File: src/rtl/loop_detector_pkg.sv
/*
 * Constants, register map and types shared by the dual loop vehicle detector.
 * Assumes a 100 MHz system clock from which the 20 MHz time base is derived.
 */
`default_nettype none

package loop_detector_pkg;

    // ------------------------------------------------------------------
    // Clocking and time base
    // ------------------------------------------------------------------
    localparam int CLK_HZ       = 100_000_000;
    localparam int TIMEBASE_HZ  = 20_000_000;
    localparam int TICK_DIV     = CLK_HZ / TIMEBASE_HZ;
    localparam logic [2:0] TICK_DIV_LAST = 3'(TICK_DIV - 1);
    localparam int MS_CYCLES    = CLK_HZ / 1000;

    // ------------------------------------------------------------------
    // Measurement
    // ------------------------------------------------------------------
    localparam int CNT_W             = 24;
    localparam int EDGE_W            = 16;
    localparam int MS_W              = 12;
    localparam int BASE_SAMPLE_US    = 500;
    localparam logic [CNT_W-1:0] BASE_SAMPLE_TICKS =
        CNT_W'(TIMEBASE_HZ / 1_000_000 * BASE_SAMPLE_US);
    localparam int MAX_LOOP_HZ       = 200_000;
    localparam logic [CNT_W-1:0] SHORT_MIN_TICKS = CNT_W'(TIMEBASE_HZ / MAX_LOOP_HZ);
    localparam logic [MS_W-1:0] OPEN_TIMEOUT_MS = 12'h0002;
    localparam int THRESH_SHIFT_BASE = 7;

    // ------------------------------------------------------------------
    // Call and indicator timing, in milliseconds
    // ------------------------------------------------------------------
    localparam logic [MS_W-1:0] MIN_HOLD_MS    = 12'h0064;
    localparam logic [MS_W-1:0] PULSE_MS       = 12'h007D;
    localparam logic [MS_W-1:0] FLASH_ON_MS    = 12'h00FA;
    localparam logic [MS_W-1:0] FLASH_GAP_MS   = 12'h00FA;
    localparam logic [MS_W-1:0] FLASH_PAUSE_MS = 12'h03E8;

    // ------------------------------------------------------------------
    // Register map
    // ------------------------------------------------------------------
    localparam logic [7:0] ADDR_CONTROL = 8'h00;
    localparam logic [7:0] ADDR_STATUS  = 8'h04;
    localparam logic [7:0] ADDR_REF0    = 8'h08;
    localparam logic [7:0] ADDR_REF1    = 8'h0C;
    localparam int CTRL_REINIT_BIT      = 0;
    localparam int CTRL_DRIFT_HOLD_BIT  = 1;

    // ------------------------------------------------------------------
    // Types
    // ------------------------------------------------------------------
    typedef enum logic [1:0] {
        CH_OFF  = 2'b00,
        CH_TUNE = 2'b01,
        CH_RUN  = 2'b11,
        CH_FAIL = 2'b10
    } ch_state_type;

    typedef enum logic [1:0] {
        FAULT_NONE  = 2'b00,
        FAULT_OPEN  = 2'b01,
        FAULT_SHORT = 2'b10
    } fault_type;

endpackage

`default_nettype wire

File: src/rtl/loop_period_counter.sv
/*
 * One channel's capture counter: counts time-base ticks over whole loop cycles.
 * Assumes loop_rise is a one-cycle pulse from a synchronised loop signal.
 */
`default_nettype none

module loop_period_counter
    import loop_detector_pkg::*;
(
    input  wire logic              ref_clk,
    input  wire logic              srst,
    input  wire logic              run,
    input  wire logic              tune,
    input  wire logic              tick,
    input  wire logic              ms_tick,
    input  wire logic              loop_rise,
    input  wire logic [CNT_W-1:0]  target_ticks,
    input  wire logic [EDGE_W-1:0] target_edges,
    output logic                   done,
    output logic                   open_fault,
    output logic [CNT_W-1:0]       sample_ticks,
    output logic [EDGE_W-1:0]      sample_edges
);

    logic              started;
    logic [CNT_W-1:0]  ticks;
    logic [EDGE_W-1:0] edges;
    logic [MS_W-1:0]   idle_ms;
    logic              tune_end;
    logic              sample_end;

    // Tuning ends on time, sampling ends on a loop edge, so samples always span
    // whole loop cycles.
    assign tune_end   = tune && started && tick && (ticks + 1'b1 >= target_ticks);
    assign sample_end = !tune && started && loop_rise && (edges + 1'b1 >= target_edges);

    // ------------------------------------------------------------------
    // Counting
    // ------------------------------------------------------------------
    always_ff @(posedge ref_clk)
    begin
        done       <= 1'b0;
        open_fault <= 1'b0;
        if (srst || !run)
        begin
            started <= 1'b0;
            ticks   <= '0;
            edges   <= '0;
            idle_ms <= '0;
        end
        else if (idle_ms > OPEN_TIMEOUT_MS)
        begin
            open_fault <= 1'b1;
            started    <= 1'b0;
            ticks      <= '0;
            edges      <= '0;
            idle_ms    <= '0;
        end
        else
        begin
            if (loop_rise)
                idle_ms <= '0;
            else if (ms_tick)
                idle_ms <= idle_ms + 1'b1;
            if (!started)
            begin
                started <= loop_rise;
            end
            else if (tune_end || sample_end)
            begin
                done         <= 1'b1;
                sample_ticks <= ticks + CNT_W'(tick);
                sample_edges <= edges + EDGE_W'(loop_rise);
                ticks        <= '0;
                edges        <= '0;
                started      <= !tune;
            end
            else
            begin
                ticks <= ticks + CNT_W'(tick);
                edges <= edges + EDGE_W'(loop_rise);
            end
        end
    end

endmodule

`default_nettype wire

File: src/rtl/fail_flasher.sv
/*
 * Fail indicator pattern generator: single flash for open, double for short.
 * Assumes ms_tick is a one-cycle pulse once per millisecond.
 */
`default_nettype none

module fail_flasher
    import loop_detector_pkg::*;
(
    input  wire logic      ref_clk,
    input  wire logic      srst,
    input  wire logic      ms_tick,
    input  wire fault_type fault,
    output logic           led
);

    logic [MS_W-1:0] phase;
    logic [MS_W-1:0] period;
    logic            second_on;

    assign second_on = (fault == FAULT_SHORT)
                    && (phase >= FLASH_ON_MS + FLASH_GAP_MS)
                    && (phase <  FLASH_ON_MS + FLASH_GAP_MS + FLASH_ON_MS);
    assign period = (fault == FAULT_SHORT)
                  ? FLASH_ON_MS + FLASH_GAP_MS + FLASH_ON_MS + FLASH_PAUSE_MS
                  : FLASH_ON_MS + FLASH_PAUSE_MS;

    always_ff @(posedge ref_clk)
    begin
        if (srst || fault == FAULT_NONE)
        begin
            phase <= '0;
            led   <= 1'b0;
        end
        else
        begin
            if (ms_tick)
                phase <= (phase + 1'b1 >= period) ? '0 : phase + 1'b1;
            led <= (phase < FLASH_ON_MS) || second_on;
        end
    end

endmodule

`default_nettype wire

File: src/rtl/dual_loop_vehicle_detector.sv
/*
 * Dual inductive loop vehicle detector: period measurement, reference tracking,
 * call, pulse and fail indicator logic, with a Wishbone classic register slave.
 * Assumes squared loop signals and switch/jumper levels arrive asynchronously
 * on pins; a fitted jumper reads as 1 and a switch that is on reads as 1.
 */
// What this block does
// - With hold jumper fitted, presence calls last at least 100 ms.
// - Jumper fitted measures both channels continuously; removed alternates them.
// - Momentary-call switch on selects pulse mode, off selects presence mode.
// - Sensitivity is a binary three-switch value, 1 least, 7 most sensitive.
// - Sensitivity 0 disables the channel; it never calls.
// - Open loop flashes the fail indicator once, then pauses, repeatedly.
// - Shorted loop flashes the fail indicator twice, then pauses, repeatedly.
// - Changing then restoring a momentary-call or sensitivity switch reinitialises both channels and clears faults.
// - A sample counts time-base ticks over whole loop cycles.
// - Presence is declared only when a sample differs enough from the reference.
// - Non-scanning, sensitivity below 4, a sample completes within 2 ms.
// - Higher sensitivity uses longer samples with more loop cycles.
// - Initialisation measures loop frequency, fixing cycles per sample thereafter.
// - Samples outside operating limits give a fail, not a call.
// - The reference follows samples slowly so drift never calls.
// - Call indicator mirrors call output; a separate indicator shows loop faults.
// - A low external reset input resets the whole device.
// - Measurement runs on a 20 MHz time base; each channel has its counter.
`default_nettype none

module dual_loop_vehicle_detector
    import loop_detector_pkg::*;
#(
    parameter int MS_COUNT     = MS_CYCLES,
    parameter int SAMPLE_TICKS = int'(BASE_SAMPLE_TICKS)
)
(
    input  wire logic        ref_clk,
    input  wire logic        srst,
    input  wire logic        ext_reset_n,
    input  wire logic [1:0]  loop_sq,
    input  wire logic        hold_link,
    input  wire logic        scan_link,
    input  wire logic [1:0]  pulse_sw,
    input  wire logic [1:0]  sens_weight_one,
    input  wire logic [1:0]  sens_weight_two,
    input  wire logic [1:0]  sens_weight_four,
    input  wire logic        wb_cyc_i,
    input  wire logic        wb_stb_i,
    input  wire logic        wb_we_i,
    input  wire logic [7:0]  wb_adr_i,
    input  wire logic [3:0]  wb_sel_i,
    input  wire logic [31:0] wb_dat_i,
    output logic [31:0]      wb_dat_o,
    output logic             wb_ack_o,
    output logic [1:0]       call_out,
    output logic [1:0]       call_led,
    output logic [1:0]       fail_led
);

    // ------------------------------------------------------------------
    // Pin synchronisers
    // ------------------------------------------------------------------
    localparam int PIN_W = 13;
    localparam logic [PIN_W-1:0] PIN_RESET = 13'h1000;

    logic [PIN_W-1:0] pin_raw;
    logic [PIN_W-1:0] pin_s1;
    logic [PIN_W-1:0] pin_s2;
    logic [PIN_W-1:0] pin_s3;
    logic [PIN_W-1:0] pin;

    assign pin_raw = {ext_reset_n, hold_link, scan_link, pulse_sw, sens_weight_four,
                      sens_weight_two, sens_weight_one, loop_sq};

    // The first stage feeds only the second; a change is taken once the
    // second and third stages agree.
    always_ff @(posedge ref_clk)
    begin
        if (srst)
        begin
            pin_s1 <= PIN_RESET;
            pin_s2 <= PIN_RESET;
            pin_s3 <= PIN_RESET;
            pin    <= PIN_RESET;
        end
        else
        begin
            pin_s1 <= pin_raw;
            pin_s2 <= pin_s1;
            pin_s3 <= pin_s2;
            for (int k = 0; k < PIN_W; k++)
                if (pin_s2[k] == pin_s3[k])
                    pin[k] <= pin_s3[k];
        end
    end

    logic       dev_rst;
    logic       hold_fitted;
    logic       scan_fitted;
    logic [1:0] pulse_mode;
    logic [2:0] sens [2];
    logic [1:0] loop_lvl;
    logic [1:0] loop_prev;
    logic [1:0] loop_rise;

    assign dev_rst     = srst || !pin[12];
    assign hold_fitted = pin[11];
    assign scan_fitted = pin[10];
    assign pulse_mode  = pin[9:8];
    assign sens[0]     = {pin[6], pin[4], pin[2]};
    assign sens[1]     = {pin[7], pin[5], pin[3]};
    assign loop_lvl    = pin[1:0];
    assign loop_rise   = loop_lvl & ~loop_prev;

    // ------------------------------------------------------------------
    // Time base and millisecond enables
    // ------------------------------------------------------------------
    logic [2:0]  div_cnt;
    logic        tick;
    logic [31:0] ms_cnt;
    logic        ms_tick;

    always_ff @(posedge ref_clk)
    begin
        if (dev_rst)
        begin
            div_cnt   <= '0;
            tick      <= 1'b0;
            ms_cnt    <= '0;
            ms_tick   <= 1'b0;
            loop_prev <= '0;
        end
        else
        begin
            div_cnt   <= (div_cnt == TICK_DIV_LAST) ? '0 : div_cnt + 1'b1;
            tick      <= (div_cnt == TICK_DIV_LAST);
            ms_cnt    <= (ms_cnt == 32'(MS_COUNT - 1)) ? '0 : ms_cnt + 1'b1;
            ms_tick   <= (ms_cnt == 32'(MS_COUNT - 1));
            loop_prev <= loop_lvl;
        end
    end

    // ------------------------------------------------------------------
    // Register slave
    // ------------------------------------------------------------------
    logic soft_reinit;
    logic drift_hold;
    logic wb_hit;

    assign wb_hit = wb_cyc_i && wb_stb_i && !wb_ack_o;

    // ------------------------------------------------------------------
    // Settings change detection
    // ------------------------------------------------------------------
    logic [7:0] settings;
    logic [7:0] settings_prev;
    logic       reinit;

    assign settings = {pulse_mode, sens[1], sens[0]};

    always_ff @(posedge ref_clk)
    begin
        if (dev_rst)
        begin
            settings_prev <= '0;
            reinit        <= 1'b1;
        end
        else
        begin
            settings_prev <= settings;
            reinit        <= (settings != settings_prev) || soft_reinit;
        end
    end

    // ------------------------------------------------------------------
    // Scanning
    // ------------------------------------------------------------------
    ch_state_type     state      [2];
    fault_type        fault      [2];
    logic [1:0]       active;
    logic [1:0]       run;
    logic [1:0]       done;
    logic [1:0]       open_fault;
    logic [CNT_W-1:0] ticks      [2];
    logic [EDGE_W-1:0] edges     [2];
    logic [CNT_W-1:0] ref_val    [2];
    logic [1:0]       present;
    logic             turn;

    // A channel that is off or failed hands its turn straight back.
    always_ff @(posedge ref_clk)
    begin
        if (dev_rst || reinit)
            turn <= 1'b0;
        else if (!scan_fitted && (done[turn] || !active[turn]))
            turn <= !turn;
    end

    // ------------------------------------------------------------------
    // Channels
    // ------------------------------------------------------------------
    for (genvar i = 0; i < 2; i++)
    begin : g_ch
        logic [EDGE_W-1:0] cycles;
        logic [CNT_W-1:0]  target_ticks;
        logic [CNT_W-1:0]  short_lim;
        logic [CNT_W-1:0]  thresh;
        logic              detect;
        logic              ref_valid;
        logic              present_prev;
        logic [MS_W-1:0]   hold_ms;
        logic [MS_W-1:0]   pulse_ms;

        assign active[i]    = (state[i] == CH_TUNE) || (state[i] == CH_RUN);
        assign run[i]       = active[i] && (scan_fitted || turn == 1'(i));
        assign target_ticks = CNT_W'(SAMPLE_TICKS) << (sens[i] - 3'd1);
        assign short_lim    = CNT_W'(cycles * SHORT_MIN_TICKS);
        assign thresh       = ref_val[i] >> (THRESH_SHIFT_BASE + int'(sens[i]));
        assign detect       = (ref_val[i] > ticks[i])
                           && (ref_val[i] - ticks[i] > thresh);

        loop_period_counter u_counter
        (
            .ref_clk      (ref_clk),
            .srst         (dev_rst),
            .run          (run[i]),
            .tune         (state[i] == CH_TUNE),
            .tick         (tick),
            .ms_tick      (ms_tick),
            .loop_rise    (loop_rise[i]),
            .target_ticks (target_ticks),
            .target_edges (cycles),
            .done         (done[i]),
            .open_fault   (open_fault[i]),
            .sample_ticks (ticks[i]),
            .sample_edges (edges[i])
        );

        always_ff @(posedge ref_clk)
        begin
            if (dev_rst || reinit)
            begin
                state[i]  <= (sens[i] == 3'd0) ? CH_OFF : CH_TUNE;
                fault[i]  <= FAULT_NONE;
                cycles    <= '0;
                ref_valid <= 1'b0;
                ref_val[i] <= '0;
                present[i] <= 1'b0;
            end
            else
            begin
                unique case (state[i])
                    CH_OFF:
                    begin
                        present[i] <= 1'b0;
                    end
                    CH_TUNE:
                    begin
                        if (open_fault[i])
                        begin
                            state[i] <= CH_FAIL;
                            fault[i] <= FAULT_OPEN;
                        end
                        else if (done[i])
                        begin
                            // Cycles per sample follow from loop frequency.
                            if (edges[i] == '0)
                            begin
                                state[i] <= CH_FAIL;
                                fault[i] <= FAULT_OPEN;
                            end
                            else if (CNT_W'(edges[i] * SHORT_MIN_TICKS) > ticks[i])
                            begin
                                state[i] <= CH_FAIL;
                                fault[i] <= FAULT_SHORT;
                            end
                            else
                            begin
                                cycles   <= edges[i];
                                state[i] <= CH_RUN;
                            end
                        end
                    end
                    CH_RUN:
                    begin
                        if (open_fault[i])
                        begin
                            state[i]   <= CH_FAIL;
                            fault[i]   <= FAULT_OPEN;
                            present[i] <= 1'b0;
                        end
                        else if (done[i] && ticks[i] < short_lim)
                        begin
                            state[i]   <= CH_FAIL;
                            fault[i]   <= FAULT_SHORT;
                            present[i] <= 1'b0;
                        end
                        else if (done[i] && !ref_valid)
                        begin
                            ref_val[i] <= ticks[i];
                            ref_valid  <= 1'b1;
                        end
                        else if (done[i])
                        begin
                            present[i] <= detect;
                            // One count per sample keeps a vehicle from being
                            // absorbed while drift is still followed.
                            if (!detect && !drift_hold && ref_val[i] < ticks[i])
                                ref_val[i] <= ref_val[i] + 1'b1;
                            else if (!detect && !drift_hold && ref_val[i] > ticks[i])
                                ref_val[i] <= ref_val[i] - 1'b1;
                        end
                    end
                    CH_FAIL:
                    begin
                        present[i] <= 1'b0;
                    end
                endcase
            end
        end

        // Call shaping: minimum presence hold and single arrival pulse.
        always_ff @(posedge ref_clk)
        begin
            if (dev_rst || reinit)
            begin
                present_prev <= 1'b0;
                hold_ms      <= '0;
                pulse_ms     <= '0;
                call_out[i]  <= 1'b0;
                call_led[i]  <= 1'b0;
            end
            else
            begin
                present_prev <= present[i];
                if (present[i] && !present_prev)
                    hold_ms <= MIN_HOLD_MS;
                else if (ms_tick && hold_ms != '0)
                    hold_ms <= hold_ms - 1'b1;
                if (present[i] && !present_prev)
                    pulse_ms <= PULSE_MS;
                else if (ms_tick && pulse_ms != '0)
                    pulse_ms <= pulse_ms - 1'b1;
                if (pulse_mode[i])
                begin
                    call_out[i] <= pulse_ms != '0;
                    call_led[i] <= pulse_ms != '0;
                end
                else
                begin
                    call_out[i] <= present[i] || (hold_fitted && hold_ms != '0);
                    call_led[i] <= present[i] || (hold_fitted && hold_ms != '0);
                end
            end
        end

        fail_flasher u_flasher
        (
            .ref_clk (ref_clk),
            .srst    (dev_rst || reinit),
            .ms_tick (ms_tick),
            .fault   (fault[i]),
            .led     (fail_led[i])
        );
    end

    // ------------------------------------------------------------------
    // Register access
    // ------------------------------------------------------------------
    always_ff @(posedge ref_clk)
    begin
        if (dev_rst)
        begin
            wb_ack_o    <= 1'b0;
            wb_dat_o    <= '0;
            soft_reinit <= 1'b0;
            drift_hold  <= 1'b0;
        end
        else
        begin
            wb_ack_o    <= wb_hit;
            soft_reinit <= 1'b0;
            if (wb_hit && wb_we_i && wb_sel_i[0] && wb_adr_i == ADDR_CONTROL)
            begin
                soft_reinit <= wb_dat_i[CTRL_REINIT_BIT];
                drift_hold  <= wb_dat_i[CTRL_DRIFT_HOLD_BIT];
            end
            if (wb_hit && !wb_we_i)
            begin
                unique case (wb_adr_i)
                    ADDR_CONTROL: wb_dat_o <= {30'h0000_0000, drift_hold, 1'b0};
                    ADDR_STATUS:  wb_dat_o <= {16'h0000, state[1], state[0], fault[1],
                                               fault[0], 2'b00, present, 2'b00, call_out};
                    ADDR_REF0:    wb_dat_o <= {8'h00, ref_val[0]};
                    ADDR_REF1:    wb_dat_o <= {8'h00, ref_val[1]};
                    default:      wb_dat_o <= 32'h0000_0000;
                endcase
            end
        end
    end

endmodule

`default_nettype wire

File: config.mk
export PLATFORM = sky130hd
export DESIGN_NAME = dual_loop_vehicle_detector
export DESIGN_NICKNAME = d
export VERILOG_FILES = /design/src/rtl/loop_detector_pkg.sv /design/src/rtl/loop_period_counter.sv /design/src/rtl/fail_flasher.sv /design/src/rtl/dual_loop_vehicle_detector.sv
export SDC_FILE = /design/constraint.sdc
export NUM_CORES = 2
export LEC_CHECK = 0
export BUFFER_PORTS_ARGS = -buffer_cell sky130_fd_sc_hd__buf_2
export CAP_MARGIN = 15
export CORE_MARGIN = 2
export CORE_UTILIZATION = 50
export DETAILED_ROUTE_END_ITERATION = 7
export PLACE_DENSITY = 0.7
export REMOVE_ABC_BUFFERS = 1
export SKIP_LAST_GASP = 1
export SLEW_MARGIN = 20
export SYNTH_ARGS = -nofsm -noshare
export SYNTH_HDL_FRONTEND = slang
export SYNTH_SLANG_ARGS = --single-unit
File: constraint.sdc
create_clock -name ref_clk -period 8.9 [get_ports ref_clk]
set_input_delay 0.445 -clock ref_clk [delete_from_list [all_inputs] [get_ports ref_clk]]
set_output_delay 0.445 -clock ref_clk [all_outputs]
set_load 0.1 [all_outputs]
## Yosys cells after proc, flatten, opt, wreduce, memory -nomap -nowiden

Memory sizes are Yosys's and may differ from the RTL's.
Cells that the tools add are included.
Widths: inputs -> output; s select.

| operators by class | value |
|---|---|
| $add $sub $neg | 28 |
| $mul | 4 |
| divide/modulo/power cells | 0 |
| magnitude comparators | 25 |
| eq/ne operators | 31 |
| shifts and indexed selects | 4 |
| mux-type cells | 183 |
| bitwise logic cells | 46 |
| reduce and logical (&&, ||, !) cells | 120 |

Operators by type and width:

| cell | number |
|---|---|
| $mux 24 | 8 |
| $mux 1 | 136 |
| $add 24x1->24 const B | 4 |
| $gt 24x24->1 | 4 |
| $pmux 24 s4 | 1 |
| $mul 16x5->21 const B | 4 |
| $mux 7 | 8 |
| $add 12x1->12 const B | 4 |
| $add 24x1->24 | 2 |
| $ge 24x24->1 | 2 |
| $gt 23x24->1 | 2 |
| $lt 24x23->1 | 2 |
| $lt 24x24->1 | 2 |
| $reduce_bool 12->1 | 4 |
| $shl 14x3->24 const A | 2 |
| $shr 24x4->24 | 2 |
| $sub 12x1->12 const B | 4 |
| $sub 24x1->24 const B | 2 |
| $sub 24x24->24 | 2 |
| $logic_and 1x1->1 | 45 |
| $mux 2 | 22 |
| $add 16x1->16 | 2 |
| $add 16x1->16 const B | 2 |
| $add 32x1->32 const B | 1 |
| other kinds (40) | 174 |

| storage, ports and cells | value |
|---|---|
| register bits | 440 |
| bits in latches | 0 |
| memory bits (writable) | 56 |
| ROM bits | 0 |
| input port bits | 62 |
| output and inout bits | 39 |
| word-level logic and storage cells | 510 |
| memories kept | 3 |

Memory list:

| memory | words | width | read ports | clocked after Yosys merged registers in | write ports | RTL line | RTL |
|---|---|---|---|---|---|---|---|
| ref_val | 2 | 24 | 2 | 0 | 2 | dual_loop_vehicle_detector.sv:184 | `logic [CNT_W-1:0] ref_val [2];` |
| fault | 2 | 2 | 2 | 0 | 2 | dual_loop_vehicle_detector.sv:177 | `fault_type fault [2];` |
| state | 2 | 2 | 2 | 0 | 2 | dual_loop_vehicle_detector.sv:176 | `ch_state_type state [2];` |

## Depth between registers and ports, before layout

| logic depth | value |
|---|---|
| word-level depth | 17 |
| gate-level depth with buffers | 29 |
| depth with buffers taken out | 27 |

## Cells and area by module

From an unflattened synthesis, not the netlist that was laid out.

| second synthesis, totals | value |
|---|---|
| cells, all modules | 4,561 |
| area, all modules | 39,110.0 sq um |

By module, submodules not included:

| module | times used | cells an instance | area an instance (sq um) | seq. area each (sq um) |
|---|---|---|---|---|
| dual_loop_vehicle_detector | 1 | 3,081 | 25,698.4 | 5,995.8 |
| loop_period_counter at g_ch[1].u_counter | 1 | 595 | 5,681.7 | 2,302.2 |
| loop_period_counter at g_ch[0].u_counter | 1 | 599 | 5,572.8 | 2,302.2 |
| fail_flasher | 2 | 143 | 1,078.5 | 260.2 |

## Worst setup path before layout

No wires, ideal clock.

| path | value |
|---|---|
| path kind | register to register |
| start | reg g_ch[0].cycles[3] |
| end | mem ref_val[0][0], enable pin |
| library setup time | 381 ps |
| arrival time | 6,017 ps |
| data required time | 8,519 ps |
| path slack | 2,503 ps |
| cell stages (with the launch flop) | 28 |
| path buffers | 0 |
| clock period less this slack | 6,397 ps |
| path through | dfxtp_1 > ha_1 > ha_1 > inv_1 > fa_1 > inv_1 > ha_1 > nor2b_1 > o21a_1 > o21ai_0 > a21oi_1 > o2111ai_1 > nand3_1 > o41ai_1 > o2111ai_1 > a21oi_1 > xor2_1 > ha_1 > nand3_1 > nor3_1 > and2_1 > o211ai_1 > a21oi_1 > and4b_1 > and2_1 > nor4b_2 > nor2_1 > nand2_1 |

RTL lines:

| element | RTL line | RTL |
|---|---|---|
| start: declaration | dual_loop_vehicle_detector.sv:202 | `logic [EDGE_W-1:0] cycles;` |
| start signal: assignment | dual_loop_vehicle_detector.sv:277 | `cycles <= edges[i];` |
| end: declaration | dual_loop_vehicle_detector.sv:184 |  |

==> out/qor.txt <==
Status = finished clean
FF-to-FF path depth = 26
Post-Syn Instances = 4396
Final period utilization = 88.9%
Die area = 77900 sq um
Starting Density = 50.7%
Ys Warns = 0
Final hold violations = 0
Initial antenna violation count = 4
Pin count of the biggest net entering global routing = 55
Worst skew pair latency = 0.65 ns
Reg-to-reg setup timing slack = 0.99 ns
Reg power frac = 44.2%
Htree depth = 2
Setup TNS = 0 ns
RSZ-0062 raised after global routing = no
Fillers = 6736
Drt initial violations = 2166
CTS tree = done
Proportion of layout cells with a drive suffix above 1 = 6.08%
Crit path time final = 7.91 ns
Register area share after synthesis = 29.4%
Hold wc startpoint = sens_weight_one[1]
Total power = 0.00540 W
DRC Markers = 0
Syn avg cell area = 8.61 sq um
Grt ovf = 0
Required time of the critical path = 8.98 ns
Vias = 31100
GPL Wtd Cong = 0.926
Asr flop ratio synth = 0%
Max-slew violation total from the final report = 0
Synth area leaders = dfxtp_1 19%, ha_1 17%, edfxtp_1 11%, xor2_1 5.4%, xnor2_1 5.2%
Width of the die = 279 um
Fin cells = 5367
I/O pins = 101
Global-route wire length before repair = 157 mm
Internal power = 0.00397 W
Routed wire length per instance = 18.5 um
Final WL = 99.5 mm
Sw Ratio = 26.5%
Slew HR = 25.3%
Rows = 100
Detailed placer's ending HPWL = 75.0 mm
Worst hold path endpoint = pin_s1[3]
Max Cap Viol = 0
Yosys top cell by area = dfxtp_1
Total track usage = 25.0%
Crit Path Max Fanout = 24
P_sw = 0.00143 W
Comb pwr share = 10.4%
Post-detailed-route count of antenna-violating nets = 0
Yosys top cell area share = 18.7%
CP startpoint kind = flop
Maximum VDD drop = 0.145 mV
Clock-pin slew on the worst setup and hold paths = 0.06 ns
Clock network power share = 45.4%
Vert. Die Dim = 279 um
PD cells = 132 nW/um^2
Lkg Pwr = 17.7 nW
Clock Skews = 0.0756 ns
Reg2reg end = ref_val[0][23]
Post-CTS Setup Bufs = 0
Crit Path Class = reg -> reg
Path category of the worst min-delay check = in -> reg
Resized cells post-CTS = 0
Placed Instances = 5259
Fmax = 0.126 GHz
Number of port buffers = 59
Hold Slack = 0.0149 ns
Vias in the first global route = 29200
Clock buffer depth = 3
Area grow syn2layout = 7.90%
Worst path arrival time = 7.99 ns
CTS Root Cell = clkbuf_16
Register area = 11100 sq um
FF+latch count, synth = 488
Hold depth = 2
Final setup viols = 0
Distinct cells, synth = 89
Type of destination of the critical path = flop
Multi-input gate area = 24500 sq um
Final net count = 4967
CORE AREA = 74700 sq um
CTS Buf Count = 54
Drt pass-1 iters = 5
Top_reg_cell synth = dfxtp_1
Worst setup path startpoint = g_ch[0].cycles[3]
Critical R2R Launch = g_ch[0].cycles[3]
Netlist Area Pre-Place = 37800 sq um
Worst Tran Pin Value = 1.12 ns
Vias/cell = 5.79
Post-synth EDFFs = 135
# clock sinks = 488
[worst max-delay path by stage]
stage | end | cells past startpoint
after floorplan | ref_val[0][0] | 25
after global placement | ref_val[0][22] | 26
after detailed placement | ref_val[0][21] | 26
after CTS | ref_val[0][21] | 26
after global routing | ref_val[0][22] | 26
final | ref_val[0][23] | 26
[worst max-delay path, cell delays in order, from the launching register on]
cell and delay, ns:
dfxtp_1 0.43, ha_1 0.27, ha_1 0.27, inv_1 0.05, fa_1 0.50, inv_1 0.04
ha_1 0.32, nor2b_1 0.15, o21a_1 0.17, o21ai_0 0.22, a21oi_1 0.14, o2111ai_1 0.20
nand3_1 0.11, o41ai_1 0.56, o2111ai_1 0.21, a21oi_1 0.22, xor2_1 0.17, ha_1 0.26
a211o_1 0.27, a211oi_1 0.63, a21oi_1 0.21, and4b_1 0.30, nand2_1 0.07, buf_4 0.33
clkinv_1 0.34, nor2_1 0.21, nand2_1 0.67
[through the flow]
step	utilization, %	setup slack [ns]	cell area (sq um)
6_report	54.7	0.991	40800
5_1_grt	54.7	0.593	40800
4_1_cts	54.6	1.04	40800
3_5_place_dp	52.0	1.15	38800
3_3_place_gp	52.0	1.20	38800
2_1_floorplan	-	2.20	37000
[layout make-up]
type | instances | area share [%]
tap | 969 | 2.97
clock buffer | 60 | 3.52
sequential | 488 | 27.2
multi-input combinational | 3338 | 60.1
clock inverter | 42 | 1.32
timing repair buffer | 94 | 1.39
antenna | 3 | 0.0184
inverter | 373 | 3.43
[kinds of logic after synthesis]
family	count (synthesis)	share of synthesized area [%]
compound gates	765	13.5
simple gates	1440	18.5
fa+ha+maj	556	19.3
xor+xnor	459	10.6
flops	488	29.4
mux	92	2.65
buf+inv	595	6.08
other cells	1	0.00991
[synthesized netlist by cell type, types with 16 or more instances]
library cell,n
a21oi_1,221
ha_1,510
nand4_1,83
a31oi_1,24
a22o_1,28
xor2_1,233
nor2_1,415
mux2_2,16
fa_1,46
nor2b_1,61
and4_1,16
nand3_1,178
edfxtp_1,135
nand2b_1,45
o21bai_1,23
nand2_1,326
xnor2_1,226
nor4_1,35
or2_2,17
inv_1,369
or3_1,24
mux2i_1,71
a211oi_1,35
clkbuf_1,193
a21o_1,72
o21ai_0,127
nor3_1,80
dfxtp_1,353
and2_1,35
a22oi_1,34
o21a_1,35
o31ai_1,22
and3_1,73
[registers in the layout, summed over array words and instances, names as in the netlist, 8 cells and up]
signal,flops
pin_s2,13
ms_cnt,32
g_ch.u_flasher.phase,24
g_ch.u_counter.ticks,48
ref_val,48
g_ch.cycles,32
g_ch.u_counter.sample_edges,32
pin_s3,13
g_ch.pulse_ms,24
g_ch.hold_ms,24
g_ch.u_counter.edges,32
wb_dat_o,24
g_ch.u_counter.sample_ticks,48
pin,13
g_ch.u_counter.idle_ms,24
pin_s1,13
settings_prev,8
[power groups by stage]
stage          Sequential (W)  Clock (W)  Combinational [W]
4_1_cts               0.00238    0.00249           0.000555
2_1_floorplan         0.00240          0           0.000418
6_report              0.00238    0.00245           0.000561
3_5_place_dp          0.00243          0           0.000550
3_3_place_gp          0.00243          0           0.000539
5_1_grt               0.00239    0.00258           0.000624
[timing repair]
action                                  4_1_cts  5_1_grt
endpoints found under the setup margin        0        0
hold endpoints to repair                      2        1
hold buffers                                  2        1
[per-layer routing]
layer  wire [um]  vias up  global-route usage (%)
met1       42400    14700                    31.9
met3        6160      251                    3.61
met5           0        -                       0
li1            -    15200                       -
met2       46200      935                    42.0
met4        4770        0                    11.2
[cell usage in the layout (no fill, tap or decap), drive strengths merged, types with 72 or more instances in the layout]
master  count
a21o       72
a21oi     222
and3       73
buf        91
dfxtp     353
edfxtp    135
ha        510
inv       376
nand2     326
nand3     179
nand4      83
nor2      415
nor3       80
o21ai     132
xnor2     226
xor2      233
Power figures use the tool's default switching activity.
